<file path="config.mk">
export PLATFORM = sky130hd
export DESIGN_NAME = nvm_prog_port
export DESIGN_NICKNAME = d
export VERILOG_FILES = /design/src/core/nvm_port_pkg.sv /design/src/core/nvm_edge_sync.sv /design/src/core/nvm_prog_port.sv
export SDC_FILE = /design/constraint.sdc
export NUM_CORES = 2
export LEC_CHECK = 0
export BUFFER_PORTS_ARGS = -buffer_cell sky130_fd_sc_hd__buf_2
export CORE_ASPECT_RATIO = 1.25
export CORE_MARGIN = 3
export CORE_UTILIZATION = 64
export CTS_BUF_LIST = sky130_fd_sc_hd__clkbuf_8 sky130_fd_sc_hd__clkbuf_16
export CTS_CLUSTER_SIZE = 25
export DETAILED_ROUTE_END_ITERATION = 7
export GPL_ROUTABILITY_DRIVEN = 0
export PLACE_DENSITY = 0.92
export SLEW_MARGIN = 15
export SYNTH_ARGS = -nofsm -noshare
export SYNTH_HDL_FRONTEND = slang
export SYNTH_SLANG_ARGS = --single-unit
export TNS_END_PERCENT = 100
</file>
<file path="constraint.sdc">
create_clock -name clk -period 3.3 [get_ports clk]
set_input_delay 0.165 -clock clk [delete_from_list [all_inputs] [get_ports clk]]
set_output_delay 0.165 -clock clk [all_outputs]
set_load 0.01 [all_outputs]
</file>
<file path="src/core/nvm_port_pkg.sv">
// Notes on behaviour
// - action lines pick address, data, command, idle
// - ready low while busy, high when ready
// - page latch stores data word in buffer
// - action 00, select 10 loads address top byte
// - flash write strobe programs whole buffered page
// - writes hold busy 3.7 to 4.5 ms
// - chip erase busy 12 to 14.5 ms
// - busy starts within 1 us of strobe
// - zero command is no-op, clears write state
// - eeprom command loads page by latch pulses
// - eeprom write strobe programs buffered page
// - flash read drives low or high byte
// - eeprom read drives addressed byte
// - fuse write: zero programs, one erases
// - byte select picks low, high, extended fuse
// - lock write programs bits that are zero
// - mode 3 locks refuse boot lock programming
// - only chip erase clears lock bits
// - byte select picks fuse or lock readback
// - signature byte by low address 0 to 2
// - calibration byte with select one high
package nvm_port_pkg;

    // ------------------------------------------------------------
    // commands
    // ------------------------------------------------------------
    localparam logic [7:0] CMD_NOP        = 8'h00;
    localparam logic [7:0] CMD_CHIP_ERASE = 8'h80;
    localparam logic [7:0] CMD_WR_FUSE    = 8'h40;
    localparam logic [7:0] CMD_WR_LOCK    = 8'h20;
    localparam logic [7:0] CMD_WR_FLASH   = 8'h10;
    localparam logic [7:0] CMD_WR_EEPROM  = 8'h11;
    localparam logic [7:0] CMD_RD_SIG     = 8'h08;
    localparam logic [7:0] CMD_RD_FUSE    = 8'h04;
    localparam logic [7:0] CMD_RD_FLASH   = 8'h02;
    localparam logic [7:0] CMD_RD_EEPROM  = 8'h03;

    // ------------------------------------------------------------
    // encodings
    // ------------------------------------------------------------
    localparam logic [1:0] ACT_ADDR = 2'h0;
    localparam logic [1:0] ACT_DATA = 2'h1;
    localparam logic [1:0] ACT_CMD  = 2'h2;
    localparam logic [1:0] SEL_LO   = 2'h0;
    localparam logic [1:0] SEL_HI   = 2'h1;
    localparam logic [1:0] SEL_EXT  = 2'h2;
    localparam logic [1:0] SEL_RSV  = 2'h3;

    // ------------------------------------------------------------
    // storage sizes (flip-flop model, small on purpose)
    // ------------------------------------------------------------
    localparam int PAGE_WORDS  = 8;
    localparam int PAGE_AW     = 3;
    localparam int FLASH_WORDS = 64;
    localparam int FLASH_AW    = 6;
    localparam int EE_BYTES    = 64;
    localparam int EE_AW       = 6;
    localparam logic [7:0] ERASED      = 8'hff;
    localparam logic [7:0] FUSE_LO_RST = 8'hff;
    localparam logic [7:0] FUSE_HI_RST = 8'hff;
    localparam logic [7:0] FUSE_EX_RST = 8'hff;
    localparam logic [7:0] LOCK_RST    = 8'hff;
    localparam logic [7:0] LOCK_MODE   = 8'h03;   // lock_bit_one, lock_bit_two
    localparam logic [7:0] BOOT_LOCKS  = 8'h3c;
    localparam logic [7:0] SIG_LAST    = 8'h02;
    localparam logic [7:0] CAL_ADDR    = 8'h00;

    // ------------------------------------------------------------
    // timing
    // ------------------------------------------------------------
    localparam int CLK_HZ       = 40_000_000;
    localparam int WR_TIME_US   = 4000;    // inside 3.7 .. 4.5 ms
    localparam int CE_TIME_US   = 13000;   // inside 12 .. 14.5 ms
    localparam int WR_CYCLES    = WR_TIME_US * (CLK_HZ / 1_000_000);
    localparam int CE_CYCLES    = CE_TIME_US * (CLK_HZ / 1_000_000);
    localparam int TIMER_W      = 20;

    typedef struct packed {
        logic [1:0] act;
        logic [1:0] sel;
        logic [7:0] data;
    } ctrl_s;

    typedef enum logic [1:0] {ST_IDLE, ST_BUSY} state_e;

endpackage

</file>
<file path="src/core/nvm_edge_sync.sv">
`timescale 1ns/100ps
module nvm_edge_sync
(
    input  wire logic clk,
    input  wire logic rst_n,
    input  wire logic pin,
    output logic      rise,
    output logic      fall
);
    logic [2:0] sh_r;

    // two stages before any logic reads the pin
    always_ff @(posedge clk or negedge rst_n)
    begin
        if (!rst_n)
            sh_r <= 3'h0;
        else
            sh_r <= {sh_r[1:0], pin};
    end

    assign rise = sh_r[1] & ~sh_r[2];
    assign fall = ~sh_r[1] & sh_r[2];
endmodule

</file>
<file path="src/core/nvm_prog_port.sv">
`timescale 1ns/100ps
module nvm_prog_port
#(
    parameter int WR_CYC = nvm_port_pkg::WR_CYCLES,
    parameter int CE_CYC = nvm_port_pkg::CE_CYCLES,
    parameter logic [7:0] SIG0 = 8'h11,  // arbitrary identity value
    parameter logic [7:0] SIG1 = 8'h22,  // arbitrary identity value
    parameter logic [7:0] SIG2 = 8'h33,  // arbitrary identity value
    parameter logic [7:0] CAL  = 8'h80
)
(
    input  wire logic       clk,
    input  wire logic       rst_n,
    input  wire logic       action_select_hi,
    input  wire logic       action_select_lo,
    input  wire logic       byte_select_one,
    input  wire logic       byte_select_two,
    input  wire logic       load_clock,
    input  wire logic       page_latch_strobe,
    input  wire logic       write_n,
    input  wire logic       output_enable_n,
    input  wire logic [7:0] data_in,
    output logic      [7:0] data_out,
    output logic            data_oe,
    output logic            ready_busy_flag
);
    // ------------------------------------------------------------
    // pin synchronisers
    // ------------------------------------------------------------
    nvm_port_pkg::ctrl_s ctl_m_r;
    nvm_port_pkg::ctrl_s ctl_r;
    logic [1:0]          oe_sh_r;
    logic                clk_rise;
    logic                pgl_rise;
    logic                wr_fall;

    always_ff @(posedge clk or negedge rst_n)
    begin
        if (!rst_n)
        begin
            ctl_m_r <= '0;
            ctl_r   <= '0;
            oe_sh_r <= 2'h3;
        end
        else
        begin
            ctl_m_r <= {action_select_hi, action_select_lo,
                        byte_select_two, byte_select_one, data_in};
            ctl_r   <= ctl_m_r;
            oe_sh_r <= {oe_sh_r[0], output_enable_n};
        end
    end

    nvm_edge_sync u_clk (.clk(clk), .rst_n(rst_n), .pin(load_clock),
                         .rise(clk_rise), .fall());
    nvm_edge_sync u_pgl (.clk(clk), .rst_n(rst_n), .pin(page_latch_strobe),
                         .rise(pgl_rise), .fall());
    nvm_edge_sync u_wr  (.clk(clk), .rst_n(rst_n), .pin(write_n),
                         .rise(), .fall(wr_fall));

    // ------------------------------------------------------------
    // command, address and data latches
    // ------------------------------------------------------------
    logic [7:0] cmd_r;
    logic [7:0] addr_lo_r;
    logic [7:0] addr_hi_r;
    logic [7:0] addr_ex_r;
    logic [7:0] dat_lo_r;
    logic [7:0] dat_hi_r;
    logic       wr_armed_r;

    always_ff @(posedge clk or negedge rst_n)
    begin
        if (!rst_n)
        begin
            cmd_r      <= nvm_port_pkg::CMD_NOP;
            addr_lo_r  <= 8'h00;
            addr_hi_r  <= 8'h00;
            addr_ex_r  <= 8'h00;
            dat_lo_r   <= 8'h00;
            dat_hi_r   <= 8'h00;
            wr_armed_r <= 1'b0;
        end
        else if (clk_rise)
        begin
            unique case (ctl_r.act)
                nvm_port_pkg::ACT_ADDR:
                begin
                    if (ctl_r.sel == nvm_port_pkg::SEL_LO)
                        addr_lo_r <= ctl_r.data;
                    else if (ctl_r.sel == nvm_port_pkg::SEL_HI)
                        addr_hi_r <= ctl_r.data;
                    else if (ctl_r.sel == nvm_port_pkg::SEL_EXT)
                        addr_ex_r <= ctl_r.data;
                end
                nvm_port_pkg::ACT_DATA:
                begin
                    if (ctl_r.sel[0])
                        dat_hi_r <= ctl_r.data;
                    else
                        dat_lo_r <= ctl_r.data;
                end
                nvm_port_pkg::ACT_CMD:
                begin
                    cmd_r      <= ctl_r.data;
                    // zero command drops the write control
                    wr_armed_r <= (ctl_r.data != nvm_port_pkg::CMD_NOP);
                end
                default:
                begin
                end
            endcase
        end
    end

    // ------------------------------------------------------------
    // page buffer and arrays
    // ------------------------------------------------------------
    logic [15:0] pbuf_r  [nvm_port_pkg::PAGE_WORDS];
    logic [15:0] flash_r [nvm_port_pkg::FLASH_WORDS];
    logic [7:0]  ee_r    [nvm_port_pkg::EE_BYTES];
    logic [7:0]  fuse_lo_r;
    logic [7:0]  fuse_hi_r;
    logic [7:0]  fuse_ex_r;
    logic [7:0]  lock_r;
    logic [nvm_port_pkg::PAGE_AW-1:0]  pidx;
    logic [nvm_port_pkg::FLASH_AW-1:0] fidx;
    logic [nvm_port_pkg::EE_AW-1:0]    eidx;

    assign pidx = addr_lo_r[nvm_port_pkg::PAGE_AW-1:0];
    assign fidx = addr_lo_r[nvm_port_pkg::FLASH_AW-1:0];
    assign eidx = addr_lo_r[nvm_port_pkg::EE_AW-1:0];

    // page base of an address: the word bits cleared
    function automatic logic [nvm_port_pkg::FLASH_AW-1:0] page_base(
        input logic [nvm_port_pkg::FLASH_AW-1:0] a);
        page_base = {a[nvm_port_pkg::FLASH_AW-1:nvm_port_pkg::PAGE_AW],
                     {nvm_port_pkg::PAGE_AW{1'b0}}};
    endfunction

    // ------------------------------------------------------------
    // operation sequencer
    // ------------------------------------------------------------
    nvm_port_pkg::state_e               state_r;
    logic [nvm_port_pkg::TIMER_W-1:0]   timer_r;
    logic [7:0]                         op_cmd_r;
    logic [1:0]                         op_sel_r;
    logic                               start;
    logic                               is_write;

    assign is_write = (cmd_r == nvm_port_pkg::CMD_CHIP_ERASE)
                   || (cmd_r == nvm_port_pkg::CMD_WR_FUSE)
                   || (cmd_r == nvm_port_pkg::CMD_WR_LOCK)
                   || (cmd_r == nvm_port_pkg::CMD_WR_FLASH)
                   || (cmd_r == nvm_port_pkg::CMD_WR_EEPROM);
    // strobes during a busy period are ignored
    assign start = wr_fall && wr_armed_r && is_write
                && (state_r == nvm_port_pkg::ST_IDLE);

    always_ff @(posedge clk or negedge rst_n)
    begin
        if (!rst_n)
        begin
            state_r         <= nvm_port_pkg::ST_IDLE;
            timer_r         <= '0;
            op_cmd_r        <= nvm_port_pkg::CMD_NOP;
            op_sel_r        <= nvm_port_pkg::SEL_LO;
            ready_busy_flag <= 1'b1;
        end
        else
        begin
            unique case (state_r)
                nvm_port_pkg::ST_IDLE:
                begin
                    if (start)
                    begin
                        state_r         <= nvm_port_pkg::ST_BUSY;
                        op_cmd_r        <= cmd_r;
                        op_sel_r        <= ctl_r.sel;
                        ready_busy_flag <= 1'b0;
                        if (cmd_r == nvm_port_pkg::CMD_CHIP_ERASE)
                            timer_r <= nvm_port_pkg::TIMER_W'(CE_CYC - 1);
                        else
                            timer_r <= nvm_port_pkg::TIMER_W'(WR_CYC - 1);
                    end
                end
                nvm_port_pkg::ST_BUSY:
                begin
                    if (timer_r == '0)
                    begin
                        state_r         <= nvm_port_pkg::ST_IDLE;
                        ready_busy_flag <= 1'b1;
                    end
                    else
                        timer_r <= timer_r - 1'b1;
                end
            endcase
        end
    end

    logic done;
    assign done = (state_r == nvm_port_pkg::ST_BUSY) && (timer_r == '0);

    // page buffer fill and clear after commit
    always_ff @(posedge clk or negedge rst_n)
    begin
        if (!rst_n)
        begin
            for (int i = 0; i < nvm_port_pkg::PAGE_WORDS; i++)
                pbuf_r[i] <= {nvm_port_pkg::ERASED, nvm_port_pkg::ERASED};
        end
        else if (done && (op_cmd_r == nvm_port_pkg::CMD_WR_FLASH
                       || op_cmd_r == nvm_port_pkg::CMD_WR_EEPROM))
        begin
            for (int i = 0; i < nvm_port_pkg::PAGE_WORDS; i++)
                pbuf_r[i] <= {nvm_port_pkg::ERASED, nvm_port_pkg::ERASED};
        end
        else if (pgl_rise)
            pbuf_r[pidx] <= {dat_hi_r, dat_lo_r};
    end

    // arrays commit at the end of the busy period
    always_ff @(posedge clk or negedge rst_n)
    begin
        if (!rst_n)
        begin
            for (int i = 0; i < nvm_port_pkg::FLASH_WORDS; i++)
                flash_r[i] <= {nvm_port_pkg::ERASED, nvm_port_pkg::ERASED};
            for (int i = 0; i < nvm_port_pkg::EE_BYTES; i++)
                ee_r[i] <= nvm_port_pkg::ERASED;
        end
        else if (done)
        begin
            if (op_cmd_r == nvm_port_pkg::CMD_CHIP_ERASE)
            begin
                for (int i = 0; i < nvm_port_pkg::FLASH_WORDS; i++)
                    flash_r[i] <= {nvm_port_pkg::ERASED, nvm_port_pkg::ERASED};
                for (int i = 0; i < nvm_port_pkg::EE_BYTES; i++)
                    ee_r[i] <= nvm_port_pkg::ERASED;
            end
            else if (op_cmd_r == nvm_port_pkg::CMD_WR_FLASH)
            begin
                for (int i = 0; i < nvm_port_pkg::PAGE_WORDS; i++)
                    flash_r[page_base(fidx) + i[nvm_port_pkg::FLASH_AW-1:0]]
                        <= pbuf_r[i];
            end
            else if (op_cmd_r == nvm_port_pkg::CMD_WR_EEPROM)
            begin
                for (int i = 0; i < nvm_port_pkg::PAGE_WORDS; i++)
                    ee_r[page_base(eidx) + i[nvm_port_pkg::EE_AW-1:0]]
                        <= pbuf_r[i][7:0];
            end
        end
    end

    // fuses and locks; locks only clear through chip erase
    always_ff @(posedge clk or negedge rst_n)
    begin
        if (!rst_n)
        begin
            fuse_lo_r <= nvm_port_pkg::FUSE_LO_RST;
            fuse_hi_r <= nvm_port_pkg::FUSE_HI_RST;
            fuse_ex_r <= nvm_port_pkg::FUSE_EX_RST;
            lock_r    <= nvm_port_pkg::LOCK_RST;
        end
        else if (done)
        begin
            if (op_cmd_r == nvm_port_pkg::CMD_CHIP_ERASE)
                lock_r <= nvm_port_pkg::LOCK_RST;
            else if (op_cmd_r == nvm_port_pkg::CMD_WR_LOCK)
            begin
                if ((lock_r & nvm_port_pkg::LOCK_MODE) == 8'h00)
                    lock_r <= lock_r & (dat_lo_r | nvm_port_pkg::BOOT_LOCKS);
                else
                    lock_r <= lock_r & dat_lo_r;
            end
            else if (op_cmd_r == nvm_port_pkg::CMD_WR_FUSE)
            begin
                if (op_sel_r == nvm_port_pkg::SEL_HI)
                    fuse_hi_r <= dat_lo_r;
                else if (op_sel_r == nvm_port_pkg::SEL_EXT)
                    fuse_ex_r <= dat_lo_r;
                else if (op_sel_r == nvm_port_pkg::SEL_LO)
                    fuse_lo_r <= dat_lo_r;
            end
        end
    end

    // ------------------------------------------------------------
    // readback
    // ------------------------------------------------------------
    logic [7:0] rd_val;
    logic       rd_ok;

    always_comb
    begin
        rd_val = 8'h00;
        rd_ok  = 1'b1;
        unique case (cmd_r)
            nvm_port_pkg::CMD_RD_FLASH:
                rd_val = ctl_r.sel[0] ? flash_r[fidx][15:8] : flash_r[fidx][7:0];
            nvm_port_pkg::CMD_RD_EEPROM:
                rd_val = ee_r[eidx];
            nvm_port_pkg::CMD_RD_FUSE:
            begin
                unique case (ctl_r.sel)
                    nvm_port_pkg::SEL_LO:  rd_val = fuse_lo_r;
                    nvm_port_pkg::SEL_RSV: rd_val = fuse_hi_r;
                    nvm_port_pkg::SEL_EXT: rd_val = fuse_ex_r;
                    nvm_port_pkg::SEL_HI:  rd_val = lock_r;
                endcase
            end
            nvm_port_pkg::CMD_RD_SIG:
            begin
                if (ctl_r.sel[0])
                begin
                    rd_ok  = (addr_lo_r == nvm_port_pkg::CAL_ADDR);
                    rd_val = CAL;
                end
                else if (addr_lo_r <= nvm_port_pkg::SIG_LAST)
                    rd_val = (addr_lo_r == 8'h00) ? SIG0 :
                             (addr_lo_r == 8'h01) ? SIG1 : SIG2;
                else
                    rd_ok = 1'b0;
            end
            default:
                rd_ok = 1'b0;
        endcase
    end

    always_ff @(posedge clk or negedge rst_n)
    begin
        if (!rst_n)
        begin
            data_out <= 8'h00;
            data_oe  <= 1'b0;
        end
        else
        begin
            data_out <= rd_val;
            data_oe  <= ~oe_sh_r[1] && rd_ok;
        end
    end
endmodule

</file>
==> results of run 1 <==
stage by stage:
stage | hold slack (ps) | cell area (sq um) | setup slack (ps) | utilization
floorplan | -130.6 | 79720 | 548.6 | -
global placement | 271.4 | 82740 | 79.89 | 0.6704
detailed placement | 271.5 | 82750 | 10.88 | 0.6704
CTS | 20.83 | 88420 | 4.880 | 0.7164
timing repair:
item	CTS
resized for setup	6
pin swaps	1
setup buffers	5
hold endpoints to repair	93
cloned	1
hold buffers	32
setup endpoints to repair	27
cell usage after synthesis (9+ instances only):
cell	instances
a2111oi_0	11
a211oi_1	12
a21oi_1	52
a221oi_1	13
a22oi_1	74
a31oi_1	11
and3_1	11
buf_1	24
buf_2	60
buf_4	21
clkbuf_1	522
dfrtp_1	106
dfstp_2	1699
inv_1	11
mux2_2	59
mux2i_1	264
mux4_2	320
nand2_1	1766
nand2b_1	10
nand3_1	148
nand4_1	10
nor2_1	191
nor2b_1	14
nor3_1	22
nor4_1	9
o211ai_1	19
o21ai_0	1507
o21ai_1	103
o221ai_1	19
o22ai_1	12
cells by family after synthesis:
group / synth area share
AND/OR/NAND/NOR: 0.1126
AO/OA/AOI/OAI: 0.1276
flip-flops: 0.5933
buffers and inverters: 0.03296
multiplexers: 0.1319
XOR/XNOR: 0.0008789
adder cells (fa/ha/maj): 0.0007847
==> qor.tcl, run 1 <==
set qor(status) {stopped before the end}
set qor(lastStage) {5_1_grt}
set qor(run.stop_error) {[ERROR GRT-0228] Horizontal edge usage exceeds the maximum allowed. (5, 9) usage=65535 limit=3200}
set qor(synth.distinct_cells) 74
set qor(detailed_place_hpwl_microns) 147100
set qor(synthDominantCellAreaShare) 0.5600
set qor(syn_avg_cell_area_sq_um) 11.02
set qor(max-clock-path-buffers) 3
set qor(netlist.top_cell.by_area) {dfstp_2}
set qor(die_x_microns) 321.7
set qor(ctsHtreeMaxLevel) 4
set qor(num_io_pins) 28
set qor(dp_cells) 8533
set qor(syn_inst) 7237
set qor(chipHeight_microns) 400.6
set qor(asyncSetResetFlopFracSynth) 1.000
set qor(net_count_synth) 7260
set qor(worst_endpoint) {data_out[7]$_DFF_PN0_/D}
set qor(grt_max_degree) 145
set qor(netlist_area_pre_place_sq_mm) 0.07972
set qor(placement_rows) 144
set qor(cell_at_the_root_of_the_clock_tree) {clkbuf_16}
set qor(initial_antenna_violation_count) 67
set qor(floorplan.initialDensity) 0.6459
set qor(clock-sinks) 1805
set qor(worstEndpointType) {register data pin}
set qor(synth-seq-area-share) 0.5933
set qor(synth_enable_flop_cells) 0
set qor(synth.top_cells.by_area) {dfstp_2 (56%), o21ai_0 (9.5%), mux4_2 (9.0%)}
set qor(synth-warning-count) 0
set qor(ys_seq_elements) 1805
set qor(predominant_post_synthesis_flop_cell) {dfstp_2}
set qor(buffer_ports.inserted) 27
set qor(tritoncts_buffer_count) 158
==> run 2, diff against run 1 <==
CORE_ASPECT_RATIO = unset   (was 1.25)
CORE_UTILIZATION = 40   (was 64)
CTS_BUF_LIST = unset   (was sky130_fd_sc_hd__clkbuf_8 sky130_fd_sc_hd__clkbuf_16)
CTS_CLUSTER_SIZE = unset   (was 25)
PLACE_DENSITY = unset   (was 0.92)
PLACE_DENSITY_LB_ADDON = 0.15   (was unset)
==> run 2 against run 1 <==
The flow now finishes without violations. Area after synthesis unchanged. Synthesized cell count unchanged.
==> qor.tcl, run 2 <==
set qor(dr_total_vias) 54320
set qor(clock-sinks) 1805 ;# unchanged
set qor(combinational_family_with_the_most_area_after_synthesis) {multiplexers}
set qor(chipHeight_microns) 452.4 ;# +13%
set qor(yosysMostFrequentCell) {nand2_1}
set qor(netlist_area_pre_place_sq_mm) 0.07972 ;# unchanged
set qor(yosys-mux-area-fraction) 0.1319 ;# unchanged
set qor(initial_antenna_violation_count) 11
set qor(grt_max_degree) 185
set qor(wire_per_inst_microns) 24.03
set qor(final_max_slew_viol_count) 0
set qor(number_of_global_route_vias_before_repair) 55000
set qor(vdd_ir_drop_max_uv) 553.6
set qor(largest_reg_flops) 1024
set qor(endpoint_class_of_the_critical_path) {flop}
set qor(layout.filler_cells) 18320
set qor(max-clock-path-buffers) 3 ;# unchanged
set qor(drt.antenna.violating_nets) 0
set qor(cap_violations) 0
set qor(net_count_synth) 7260 ;# unchanged
set qor(sw_frac_of_total) 0.2991
set qor(floorplan.die_area_sq_mm) 0.2047
set qor(syn_to_final_growth_pct) 14.23
set qor(groute.usage.overall) 0.2367
set qor(largest-register) {flash_r}
set qor(rsz0062_at_grt) {no}
set qor(core_sq_mm) 0.1978
set qor(predominant_post_synthesis_flop_cell) {dfstp_2}
set qor(period_share) 0.9708
set qor(parity_gate_share_of_the_synthesized_area_counting_xor_and_xnor_cells) 0.0008789 ;# unchanged
set qor(asyncSetResetFlopFracSynth) 1.000 ;# unchanged
set qor(cell_internal_pwr_uw) 39330
set qor(detailed_place_hpwl_microns) 146500 ;# -0.40%
set qor(rr_startpoint) {addr_lo_r[0]$_DFFE_PN0P_}
set qor(clk_pin_slew_ps) 60
set qor(timing.critical_path.arrival_ps) 3920
set qor(internal_reg_to_reg_setup_slack_ps) 100
set qor(cp-endpoint) {data_out[3]$_DFF_PN0_}
set qor(detail_route.first_pass.iterations) 5
set qor(syn_inst) 7237 ;# unchanged
set qor(syn_avg_cell_area_sq_um) 11.02 ;# unchanged
set qor(crit_start) {addr_lo_r[0]$_DFFE_PN0P_}
set qor(timing.critical_path.from_type) {flop}
set qor(synthDominantCellAreaShare) 0.5600 ;# unchanged
set qor(yosys.area_share.simple) 0.1126 ;# unchanged
set qor(ctsHtreeMaxLevel) 4 ;# unchanged
set qor(synth_enable_flop_cells) 0 ;# unchanged
set qor(netlist.top_cell.by_area) {dfstp_2}
set qor(path_class) {flop to flop}
set qor(combinational_power_share) 0.167
set qor(leakage_power_total_uw) 0.03255
set qor(worst_r2r_path_depth) 9
set qor(ys_seq_elements) 1805 ;# unchanged
set qor(most_common_library_cells_after_synthesis) {nand2_1 (1766), dfstp_2 (1699), o21ai_0 (1507)}
set qor(finalNonFillerCells) 9943
set qor(postRouteWirelength_microns) 239000
set qor(final.hold.worst_slack_ps) 260.3
set qor(synthAdderAreaFrac) 0.0007847 ;# unchanged
set qor(worst_pin_slew_ps) 1167
set qor(synth_compound_gate_area_share) 0.1276 ;# unchanged
set qor(layout.cells.most_common) {nand2_1}
set qor(clk-insertion-delay-late_ps) 840
set qor(status) {complete, no violations}
set qor(drc_errors) 0
set qor(routed_via_density) 5.463
set qor(grt_pass1_wl_microns) 365600
set qor(tritoncts_buffer_count) 192 ;# +22%
set qor(synth.distinct_cells) 74 ;# unchanged
set qor(buffer_ports.inserted) 27 ;# unchanged
set qor(die_x_microns) 452.4 ;# +41%
set qor(holdCritPathClass) {primary input to async pin}
set qor(power.net_switching_uw) 16790
set qor(biggestRegsByFlops) {flash_r (1024), ee_r (512), pbuf_r (128)}
set qor(most-common-layout-cells) {nand2_1 (1762), dfstp_2 (1699), o21ai_0 (1506)}
set qor(timing.final.crit_period_ps) 3204
set qor(synth-warning-count) 0 ;# unchanged
set qor(nNetsFinal) 7154
set qor(floorplan.initialDensity) 0.4030 ;# -0.2430
set qor(grt_total_ovfl) 0
set qor(endpoint_of_the_worst_slack_reg_to_reg_timing_path) {data_out[3]$_DFF_PN0_}
set qor(timing.final.setup_violations) 0
set qor(worst_ep_required_time_ps) 4010
set qor(power_density_cells_mw_per_mm2) 616.3
set qor(finalCoreUtilization) 0.4603
set qor(placement_rows) 163 ;# +13%
set qor(share_clk_of_total_power) 0.403
set qor(num_io_pins) 28 ;# unchanged
set qor(final-hold-violation-count) 0
set qor(timing.clock.skew_ps) 30.27
set qor(synth.top_cells.by_area) {dfstp_2 (56%), o21ai_0 (9.5%), mux4_2 (9.0%)}
set qor(maxClockFrequency_ghz) 0.3121
set qor(critical_path.max_fanout) 13
set qor(number_of_setup_buffers_added_after_cts) 0 ;# -5
set qor(sequential_fraction_of_design_power) 0.430
set qor(clock_tree_from_tritoncts) {yes}
set qor(synth-seq-area-share) 0.5933 ;# unchanged
set qor(drive_gt1_frac) 0.3836
set qor(relative_slew_margins) 0.2218
set qor(dr.first_iter.drc_count) 3873
set qor(dp_cells) 9543 ;# +12%
set qor(cell_at_the_root_of_the_clock_tree) {clkbuf_16}
run 2: through the flow:
stage | setup TNS, ps | power, uW | setup WS, ps | area [sq um]
after floorplan | 0 | 28680 | 548.6 | 79720
after detailed placement | -403.6 | 33860 | -251.5 | 84010
after CTS | 0 | 56770 | 4.173 | 91020
final | 0 | 56120 | 96.32 | 91060
after global routing | 0 | 58280 | 4.639 | 91060
after global placement | -527.4 | 33790 | -265.8 | 84010
run 2: cell families (layout without fill, tap and decap cells):
logic type,after synthesis,count (layout)
other,0,4
buffers and inverters,645,707
DFF,1805,1805
AOI/OAI and AO/OA,1894,1894
muxes,643,643
xor gates and xnor gates,8,8
adders and majority gates,5,5
and+or+nand+nor,2237,2237
run 2: routing by layer:
metal,part of all wire,vias to the layer above,GRT usage
li1,-,25030,-
met1,0.46,27770,0.3386
met2,0.46,1234,0.3782
met3,0.051,287,0.03696
met4,0.023,0,0.05825
met5,0,-,0
run 2: worst max-delay path, stage by stage, from the launching register on:
cell and delay (ps):
dfrtp_4 630, buf_12 240, buf_12 180, mux4_2 500, mux4_2 470, nand2_1 90, a21oi_1 120, o41ai_4 390
a21oi_1 140, a211o_1 280
run 2: cell type report:
class | count | area (sq um) | share of cell area
Sequential cell | 1805 | 47310 | 0.5195
Clock buffer | 287 | 5725 | 0.06287
Clock inverter | 75 | 932.1 | 0.01024
Inverter | 11 | 41.29 | 0.0004534
Multi-Input combinational cell | 4787 | 30200 | 0.3316
Timing Repair Buffer | 334 | 3545 | 0.03892
Antenna cell | 4 | 10.01 | 0.0001099
Tap cell | 2640 | 3303 | 0.03627
run 2: how the worst min path moves through the flow:
stage / end / slack (ps)
after floorplan: addr_lo_r[0]$_DFFE_PN0P_ / -130
after global placement: dat_lo_r[5]$_DFFE_PN0P_ / 180
after detailed placement: dat_lo_r[5]$_DFFE_PN0P_ / 180
after CTS: ee_r[154]$_DFFE_PN1P_ / 230
after global routing: ee_r[314]$_DFFE_PN1P_ / 260
final: ee_r[154]$_DFFE_PN1P_ / 260
run 2: power groups by stage:
stage	Clock (uW)	Combinational [uW]	Sequential [uW]
5_1_grt	24100	9980	24200
3_3_place_gp	0	9400	24400
4_1_cts	23200	9490	24100
3_5_place_dp	0	9440	24400
6_report	22600	9370	24100
2_1_floorplan	0	4720	24000
run 2: repair_timing:
| item | 4_1_cts | 5_1_grt |
|---|---|---|
| setup endpoints to repair | 2 | 24 |
| gates resized for setup | 3 | 6 |
| endpoints found under the hold margin | 315 | 0 |
| pin swaps | 0 | 0 |
| hold buffers | 34 | 0 |
Power figures use the tool's default switching activity.
